--- src/logic/tsmc_pkg.sv ---
// constants for the temperature monitor management and control block
package tsmc_pkg;
  // two-wire addressing
  localparam logic [6:0] GCALL_ADDR      = 7'h00;
  localparam logic [7:0] GCALL_RESET     = 8'h06;
  localparam logic [6:0] OWN_ADDR        = 7'h4c;
  // register pointers
  localparam logic [7:0] PTR_LOCAL_TEMP  = 8'h00;
  localparam logic [7:0] PTR_REMOTE_TEMP = 8'h01;
  localparam logic [7:0] PTR_STATUS      = 8'h02;
  localparam logic [7:0] PTR_CONFIG_RD   = 8'h03;
  localparam logic [7:0] PTR_CONFIG_WR   = 8'h09;
  localparam logic [7:0] PTR_MAKER_ID    = 8'hfe;
  localparam logic [7:0] PTR_PART_ID     = 8'hff;
  // identity values, arbitrary
  localparam logic [7:0] MAKER_ID_VAL    = 8'ha5;
  localparam logic [7:0] PART_ID_VAL     = 8'h3c;
  // field positions
  localparam int CFG_MASK_BIT            = 7;
  localparam int CFG_PDOWN_BIT           = 6;
  localparam int STAT_BUSY_BIT           = 7;
  localparam int STAT_OPEN_BIT           = 2;
  // reset values
  localparam logic [7:0] CONFIG_RST      = 8'h00;
  localparam logic [7:0] TEMP_RST        = 8'h00;
  // conversion time
  localparam int CONV_TIME_US            = 100;
  localparam int CLK_MHZ                 = 25;
  localparam int CONV_CYCLES             = CONV_TIME_US * CLK_MHZ;
endpackage

--- src/logic/tsmc_sync.sv ---
// two flip-flop synchroniser for one bit
`timescale 1ns/1ps
module tsmc_sync (
  // clock and reset
  input  wire logic CLK,
  input  wire logic RST_N,
  // async level in, synced out
  input  wire logic async_i,
  output logic      sync_o
);
  logic meta_q; // first stage, read only by second
  // two stages, reset high (idle bus level)
  always_ff @(posedge CLK) begin
    if (!RST_N) begin
      meta_q <= 1'b1;
      sync_o <= 1'b1;
    end else begin
      meta_q <= async_i;
      sync_o <= meta_q;
    end
  end
endmodule

--- src/logic/tsmc_conv.sv ---
// conversion sequencer with fault and supply handling
`timescale 1ns/1ps
module tsmc_conv (
  // clock and reset
  input  wire logic       clk,
  input  wire logic       rst_n,
  input  wire logic       soft_rst,
  // control
  input  wire logic       pdown,
  input  wire logic       supply_ok,
  input  wire logic       fault,
  input  wire logic [7:0] sample,
  // results
  output logic [7:0]      temp_q,
  output logic            busy_q,
  output logic            open_evt
);
  logic [15:0] cnt_q;      // cycles left in conversion
  logic        fault_q;    // fault seen this conversion
  wire         done = busy_q && (cnt_q == 16'h0000);
  wire         start = !busy_q && !pdown && supply_ok;
  // sequencer
  always_ff @(posedge clk) begin
    if (!rst_n || soft_rst) begin
      busy_q  <= 1'b0;
      cnt_q   <= 16'h0000;
      fault_q <= 1'b0;
      temp_q  <= tsmc_pkg::TEMP_RST;
    end else if (start) begin
      busy_q  <= 1'b1;
      cnt_q   <= 16'(tsmc_pkg::CONV_CYCLES - 1);
      fault_q <= 1'b0;
    end else if (busy_q) begin
      if (!supply_ok) begin
        busy_q <= 1'b0;
      end else if (done) begin
        busy_q <= 1'b0;
        if (!fault_q && !fault) begin
          temp_q <= sample;
        end
      end else begin
        cnt_q   <= cnt_q - 16'h0001;
        fault_q <= fault_q | fault;
      end
    end
  end
  // fault report at end of conversion
  assign open_evt = done && supply_ok && (fault_q || fault);
endmodule

--- src/logic/tsmc_top.sv ---
// temperature monitor management: two-wire target, registers, alarms
// Operation
// - power-down after current conversion completes
// - convert continuously while power-down clear
// - fault keeps old result, sets open
// - fault drives alert low unless masked
// - no conversion while supply invalid
// - acknowledge general call, take second byte
// - reset code restores registers, aborts, releases
// - other general-call bytes change nothing
// - pointer fe reads maker identity
// - pointer ff reads part identity
// - identity registers ignore writes
// - mask bit holds alert inactive
`timescale 1ns/1ps
module tsmc_top (
  // clock and reset
  input  wire logic       CLK,
  input  wire logic       RST_N,
  // two-wire bus pins
  input  wire logic       SCL_I,
  input  wire logic       SDA_I,
  output logic            SDA_O,
  output logic            SDA_OE,
  // analog front-end status
  input  wire logic       SUPPLY_OK,
  input  wire logic       REMOTE_FAULT,
  input  wire logic       OVER_LIMIT,
  input  wire logic [7:0] REMOTE_SAMPLE,
  // alarms, open drain low active
  output logic            ALERT_N_OE,
  output logic            CRITICAL_THERMAL_ALARM_OUT_N_OE,
  // power state
  output logic            POWERED_DOWN
);
  // state machine of the target
  // idle: waits for a start condition
  // addr: shifts in the address byte
  // aack: drives the address acknowledge
  // wbyt: shifts in pointer, data or code byte
  // wack: drives the write acknowledge
  // rbyt: shifts out the selected register
  // rack: listens for the master acknowledge
  // states advance on synced bus clock falls
  typedef enum logic [2:0] {
    ST_IDLE = 3'b000,
    ST_ADDR = 3'b001,
    ST_AACK = 3'b010,
    ST_WBYT = 3'b011,
    ST_WACK = 3'b100,
    ST_RBYT = 3'b101,
    ST_RACK = 3'b110
  } tsmc_state_t;

  logic        scl_s, sda_s;        // synced pins
  logic        scl_p_q, sda_p_q;    // previous samples
  tsmc_state_t st_q, st_d;          // bus state
  logic [7:0]  sh_q;                // shift register
  logic [3:0]  bit_q;               // bit counter
  logic        gcall_q;             // general call in progress
  logic        first_q;             // next write byte is pointer
  logic [7:0]  ptr_q;               // register pointer
  logic [7:0]  cfg_q;               // configuration register
  logic        open_q;              // open-fault status
  logic        alert_q;             // alert latch
  logic        sda_oe_q;            // bus drive
  logic        soft_rst_q;          // general-call reset pulse
  logic [7:0]  temp;                // conversion result
  logic        busy;                // conversion running
  logic        open_evt;            // fault at end of conversion

  // bus pins are asynchronous to the system clock
  // two stages each before any logic reads them
  // both reset high, the idle level of the bus,
  // so no false edge is seen after reset
  // adds two to three cycles of latency per edge
  // the bus clock must stay low several cycles
  // pin synchronisers
  tsmc_sync u_scl (.CLK(CLK), .RST_N(RST_N), .async_i(SCL_I), .sync_o(scl_s));
  tsmc_sync u_sda (.CLK(CLK), .RST_N(RST_N), .async_i(SDA_I), .sync_o(sda_s));

  // conversion engine
  tsmc_conv u_conv (
    .clk      (CLK),
    .rst_n    (RST_N),
    .soft_rst (soft_rst_q),
    .pdown    (cfg_q[tsmc_pkg::CFG_PDOWN_BIT]),
    .supply_ok(SUPPLY_OK),
    .fault    (REMOTE_FAULT),
    .sample   (REMOTE_SAMPLE),
    .temp_q   (temp),
    .busy_q   (busy),
    .open_evt (open_evt)
  );

  // engine stops itself once power-down is set
  // and restarts as soon as the bit clears
  // supply loss aborts without touching the result
  // soft reset aborts and clears the result

  // edges found by comparing synced pin with history
  // start and stop need the bus clock high twice,
  // so a data change near a clock edge is not taken
  // bus events
  wire scl_rise = scl_s && !scl_p_q;
  wire scl_fall = !scl_s && scl_p_q;
  wire start_c  = scl_s && scl_p_q && sda_p_q && !sda_s;
  wire stop_c   = scl_s && scl_p_q && !sda_p_q && sda_s;
  wire byte_end = (bit_q == 4'h8);
  wire [7:0] sh_n = {sh_q[6:0], sda_s};
  // address match: own or general call write
  // general call accepted
  wire gc_hit   = (sh_q[7:1] == tsmc_pkg::GCALL_ADDR) && !sh_q[0];
  wire own_hit  = (sh_q[7:1] == tsmc_pkg::OWN_ADDR);
  wire addr_hit = own_hit || gc_hit;
  // status byte
  wire [7:0] status = {busy, 4'h0, open_q, 2'b00};

  // both temperature pointers show the one result
  // identity values are constants with no store
  // unmapped pointers read as zero
  // read multiplexer
  logic [7:0] rd_data;
  always_comb begin
    unique case (ptr_q)
      tsmc_pkg::PTR_LOCAL_TEMP:  rd_data = temp;
      tsmc_pkg::PTR_REMOTE_TEMP: rd_data = temp;
      tsmc_pkg::PTR_STATUS:      rd_data = status;
      tsmc_pkg::PTR_CONFIG_RD:   rd_data = cfg_q;
      tsmc_pkg::PTR_MAKER_ID:    rd_data = tsmc_pkg::MAKER_ID_VAL;
      tsmc_pkg::PTR_PART_ID:     rd_data = tsmc_pkg::PART_ID_VAL;
      default:                   rd_data = 8'h00;
    endcase
  end

  // states change on bus clock falls, or at a start, a stop or a master nack,
  // so the data line is moved while the clock is low
  // a read address that is a general call is not read
  // next bus state on scl falling edges
  always_comb begin
    st_d = st_q;
    if (scl_fall) begin
      unique case (st_q)
        ST_IDLE: st_d = ST_IDLE;
        ST_ADDR: st_d = byte_end ? (addr_hit ? ST_AACK : ST_IDLE) : ST_ADDR;
        ST_AACK: st_d = sh_q[0] && !gc_hit ? ST_RBYT : ST_WBYT;
        ST_WBYT: st_d = byte_end ? ST_WACK : ST_WBYT;
        ST_WACK: st_d = ST_WBYT;
        ST_RBYT: st_d = byte_end ? ST_RACK : ST_RBYT;
        ST_RACK: st_d = ST_RBYT;
        default: st_d = ST_IDLE;
      endcase
    end
  end

  // pin history
  always_ff @(posedge CLK) begin
    if (!RST_N) begin
      scl_p_q <= 1'b1;
      sda_p_q <= 1'b1;
    end else begin
      scl_p_q <= scl_s;
      sda_p_q <= sda_s;
    end
  end

  // bus sequencer, bit counter, shift data
  always_ff @(posedge CLK) begin
    if (!RST_N) begin
      st_q  <= ST_IDLE;
      bit_q <= 4'h0;
      sh_q  <= 8'h00;
    end else if (start_c) begin
      st_q  <= ST_ADDR;
      bit_q <= 4'h0;
    end else if (stop_c) begin
      st_q  <= ST_IDLE;
    end else begin
      st_q <= st_d;
      if (scl_rise && (st_q == ST_ADDR || st_q == ST_WBYT)) begin
        sh_q  <= sh_n;
        bit_q <= bit_q + 4'h1;
      end else if (scl_rise && st_q == ST_RBYT) begin
        bit_q <= bit_q + 4'h1;
      end else if (scl_fall && (st_q == ST_AACK || st_q == ST_WACK || st_q == ST_RACK)) begin
        bit_q <= 4'h0;
        if (st_d == ST_RBYT) begin
          sh_q <= rd_data;
        end
      end else if (scl_rise && st_q == ST_RACK && sda_s) begin
        // master nack ends reading
        st_q <= ST_IDLE;
      end
    end
  end

  // open drain: enable high pulls the line low
  // first read bit comes straight from the multiplexer,
  // later bits from the loaded shift register
  // start or stop always releases the line
  // sda drive: ack and read data, changed on scl low
  always_ff @(posedge CLK) begin
    if (!RST_N || start_c || stop_c) begin
      sda_oe_q <= 1'b0;
    end else if (scl_fall) begin
      unique case (st_d)
        ST_AACK: sda_oe_q <= 1'b1;
        ST_WACK: sda_oe_q <= 1'b1;
        ST_RBYT: sda_oe_q <= (st_q == ST_RBYT) ? !sh_q[6 - bit_q[2:0] + 3'h1] : !rd_data[7];
        default: sda_oe_q <= 1'b0;
      endcase
    end
  end

  // first byte after the address is the pointer,
  // the rest go to the pointed register
  // only the configuration write pointer stores
  // general call code bytes never reach registers
  // soft reset is one cycle wide and clears itself
  // register writes and general call
  always_ff @(posedge CLK) begin
    if (!RST_N || soft_rst_q) begin
      ptr_q      <= 8'h00;
      cfg_q      <= tsmc_pkg::CONFIG_RST;
      gcall_q    <= 1'b0;
      first_q    <= 1'b0;
      soft_rst_q <= 1'b0;
    end else begin
      soft_rst_q <= 1'b0;
      if (scl_fall && st_q == ST_ADDR && byte_end) begin
        gcall_q <= gc_hit;
        first_q <= 1'b1;
      end else if (scl_fall && st_q == ST_WBYT && byte_end) begin
        first_q <= 1'b0;
        if (gcall_q) begin
          soft_rst_q <= (sh_q == tsmc_pkg::GCALL_RESET);
        end else if (first_q) begin
          ptr_q <= sh_q;
        end else if (ptr_q == tsmc_pkg::PTR_CONFIG_WR) begin
          cfg_q <= sh_q;
        end
      end
    end
  end

  // a fault in the clearing cycle keeps the flag set
  // open-fault flag, cleared by status read, set wins
  always_ff @(posedge CLK) begin
    if (!RST_N || soft_rst_q) begin
      open_q <= 1'b0;
    end else if (open_evt) begin
      open_q <= 1'b1;
    end else if (scl_fall && st_q == ST_RACK && ptr_q == tsmc_pkg::PTR_STATUS) begin
      open_q <= 1'b0;
    end
  end

  // alert drops when the flag is read and cause is gone
  // alert latch follows open flag and limits
  always_ff @(posedge CLK) begin
    if (!RST_N || soft_rst_q) begin
      alert_q <= 1'b0;
    end else begin
      alert_q <= open_q || open_evt || OVER_LIMIT;
    end
  end

  // data output is held low; only the enable moves
  // mask gates the early alert only, never critical
  // critical alarm held off in the reset cycle
  // power-down shown once the engine has gone idle
  // outputs
  assign SDA_O  = 1'b0;
  assign SDA_OE = sda_oe_q;
  assign ALERT_N_OE = alert_q && !cfg_q[tsmc_pkg::CFG_MASK_BIT];
  assign CRITICAL_THERMAL_ALARM_OUT_N_OE = alert_q && OVER_LIMIT && !soft_rst_q;
  assign POWERED_DOWN = cfg_q[tsmc_pkg::CFG_PDOWN_BIT] && !busy;
endmodule

--- config.mk ---
export PLATFORM = sky130hd
export DESIGN_NAME = tsmc_top
export DESIGN_NICKNAME = d
export VERILOG_FILES = /design/src/logic/tsmc_pkg.sv /design/src/logic/tsmc_sync.sv /design/src/logic/tsmc_conv.sv /design/src/logic/tsmc_top.sv
export SDC_FILE = /design/constraint.sdc
export NUM_CORES = 1
export LEC_CHECK = 0
export BUFFER_PORTS_ARGS = -buffer_cell sky130_fd_sc_hd__buf_2
export CAP_MARGIN = 40
export CORE_MARGIN = 4
export CORE_UTILIZATION = 44
export CTS_BUF_LIST = sky130_fd_sc_hd__clkbuf_8
export CTS_CLUSTER_SIZE = 25
export DETAILED_ROUTE_END_ITERATION = 12
export GPL_ROUTABILITY_DRIVEN = 0
export PLACE_DENSITY = 0.62
export SYNTH_ARGS = -nofsm -noshare
export SYNTH_HDL_FRONTEND = slang
export SYNTH_SLANG_ARGS = --single-unit
--- constraint.sdc ---
create_clock -name CLK -period 2.72 [get_ports CLK]
set_clock_uncertainty 0.15 [all_clocks]
set_input_delay 0.136 -clock CLK [delete_from_list [all_inputs] [get_ports CLK]]
set_output_delay 0.136 -clock CLK [all_outputs]
set_load 0.02 [all_outputs]
==> results.yml <==
outcome:
  status: "complete, no violations"
setup_path:
  critical_path.startpoint_type: "flip-flop"
  reg2reg_to: "u_conv.temp_q[7]"
  r2r_start: "u_conv.cnt_q[12]"
  criticalPathCategory: "reg2reg"
  crit_required_ns: 2.80
  r2r_slack_ns: 0.28
  cp-end-kind: "flip-flop"
  critPathMaxFanout: 8
  cp.arrival_ns: 2.52
  ff2ff_path_depth: 6
  crit_start: "u_conv.cnt_q[12]"
  crit_end: "u_conv.temp_q[7]"
synthesis:
  synth_cells: 409
  synth_cell_types: 57
  async_reset_ff_share_pct: 0
  ys_ff_latch: 69
  synthesis.area_mm2: 0.003384
  yosysWarnings: 0
  synth_common_cells: "69 x dfxtp_1, 57 x nor2_1, 50 x nand2_1"
  yosysTopAreaCell: "dfxtp_1"
  yosysSeqAreaShare_pct: 40.81
  synthFlopType: "dfxtp_1"
  synth_area_leaders: "dfxtp_1 41%, nor2_1 6.3%, mux2i_1 5.6%"
  yosysTopAreaCellShare_pct: 40.81
  synth_edf_count: 0
  synth_nets: 427
  synth_most_common_cell: "dfxtp_1"
  syn_area_per_cell_um2: 8.275
hold_path:
  min_path_type: "in2reg"
  hold-path-cell-count: 3
timing:
  period_needed_ns: 2.439
  fin_tns_setup_ns: 0
  slew-limit-headroom_pct: 59.68
  hold_viol: 0
  min_period_over_period_pct: 89.67
  max_clock_freq_ghz: 0.4100
  tightest_slew_ns: 0.5985
  rsz0062_at_grt: "no"
  setup_violations: 0
  slew_violations: 0
  hold_ws_ns: 0.06214
power_and_ir_drop:
  ir_drop_uv: 327.8
  combPwrFrac_pct: 10.3
  power.total_uw: 2257
  p_leak_uw: 0.001602
  seqPwrFrac_pct: 47.4
  p_int_uw: 1710
  powerDensity_mw_per_mm2: 565.9
  p_sw_share_pct: 24.25
  p_clk_share_pct: 42.4
  p_switching_uw: 547.5
cells_and_area:
  nets: 464
  multiInputGateArea_mm2: 0.001891
  diodes: 0
  fin_area_mm2: 0.003989
  drive_above_1_share_pct: 12.64
  area_growth_pct: 17.86
  regArea_mm2: 0.001381
  fill_cells: 706
clocking:
  ctsResizeCount: 0
  root_buffer: "clkbuf_8"
  clk_path_buf_depth: 2
  cts_tree: "yes"
  numCtsBuffers: 9
  clk_latency_ns: 0.34
  cts_max_level: 3
  clk_transition_reported_paths_ns: 0.08
  cts.sinks: 69
flow_run:
  cap_violations: 0
place:
  dp.final_hpwl_um: 5965
  io_buffer_count: 18
  post_dp_cell_area_mm2: 0.003606
global_routing:
  grt_max_degree: 19
  grtUsageTotal_pct: 19.94
  grt_pass1_vias: 2998
  antenna_found_initial: 0
  grt_pass1_wl_um: 14290
  overflow: 0
die:
  die_w_um: 95.71
  die_h_um: 95.71
  ios: 20
  start_util_pct: 45.93
  core_mm2: 0.007370
  row_count: 31
  dieArea_mm2: 0.009159
detailed_routing:
  vias: 3081
  drc: 0
  drt_iter0_markers: 167
  via_per_inst: 5.602
  wl_met1_um: 3992
  routed-wl-met2_um: 3914
  wl_per_cell_um: 15.34
  ant_nets: 0
  dr_wl_met3_um: 347
  wl_um: 8436
  dr.pass1.iters: 4
  maxUsedRoutingLayer: "met4"
-- layout make-up --
cell class / instances / share of cell area, %
multi-input combinational: 312 / 47.40
sequential: 69 / 34.63
timing repair buffer: 44 / 8.093
clock buffer: 11 / 3.795
tap: 99 / 3.105
clock inverter: 5 / 2.039
inverter: 10 / 0.9410
-- stage by stage --
step	utilization (%)	worst slack, ns	instances
after CTS	54.13	0.2794	550
after detailed placement	48.93	0.2935	519
after global routing	54.13	0.1422	550
after floorplan	-	0.3659	409
after global placement	48.93	0.3393	519
final	54.13	0.2809	550
-- critical path, stage by stage, from the launching register on --
cell     delay [ns]
dfxtp_1        0.34
or4_4          0.57
nor4_4         0.27
nand4_2        0.21
or4_1          0.60
nand2_1        0.12
a21oi_1        0.06
-- kinds of logic (layout without fill, tap and decap cells) --
family / count (synthesis) / after routing / share of synthesized area [%]
and+or+nand+nor: 189 / 189 / 28.17
AOI/OAI and AO/OA: 87 / 87 / 16.53
DFF: 69 / 69 / 40.81
buffers and inverters: 28 / 70 / 3.327
muxes: 23 / 23 / 7.615
xor gates and xnor gates: 9 / 9 / 2.329
adders and majority gates: 3 / 3 / 1.109
other: 1 / 1 / 0.1108
-- sequential cells by signal (all words and copies together) (netlist names), 3 cells and up --
name,flops
u_conv.temp_q,8
st_q,3
sh_q,8
ptr_q,8
cfg_q,8
u_conv.cnt_q,16
bit_q,4
-- worst min-delay path by stage --
stage / startpoint / to
final: SUPPLY_OK / u_conv.cnt_q[6]
after floorplan: RST_N / u_sda.sync_o
after global routing: SUPPLY_OK / u_conv.cnt_q[6]
after CTS: SUPPLY_OK / open_q
after global placement: SCL_I / u_scl.meta_q
after detailed placement: SCL_I / u_scl.meta_q
-- cell usage in the layout, fill, tap and decap left out, types with 12 or more instances in the layout --
cell type      synthesis  routed
a21oi_1               31      31
dfxtp_1               69      69
nand3_1               13      13
nand2_1               50      50
mux2i_1               19      19
nor2_1                57      57
buf_2                  3      18
o21ai_0               12      12
dlygate4sd3_1          0      15
-- power by group through the flow --
stage	combinational, uW	clock, uW	sequential [uW]
2_1_floorplan	158	0	1080
3_3_place_gp	214	0	1090
3_5_place_dp	215	0	1090
4_1_cts	232	986	1070
5_1_grt	260	1030	1070
6_report	232	956	1070
-- per-layer routing --
layer | GRT usage (%) | vias up
met4 | 8.057 | 0
met2 | 32.08 | 68
met1 | 25.85 | 1454
met3 | 4.457 | 20
met5 | 0 | -
li1 | - | 1539
-- timing repair --
action,4_1_cts,5_1_grt
buffers inserted,0,0
hold buffers,15,0
endpoints found under the hold margin,16,0
endpoints found under the setup margin,0,0
Power figures use the tool's default switching activity.
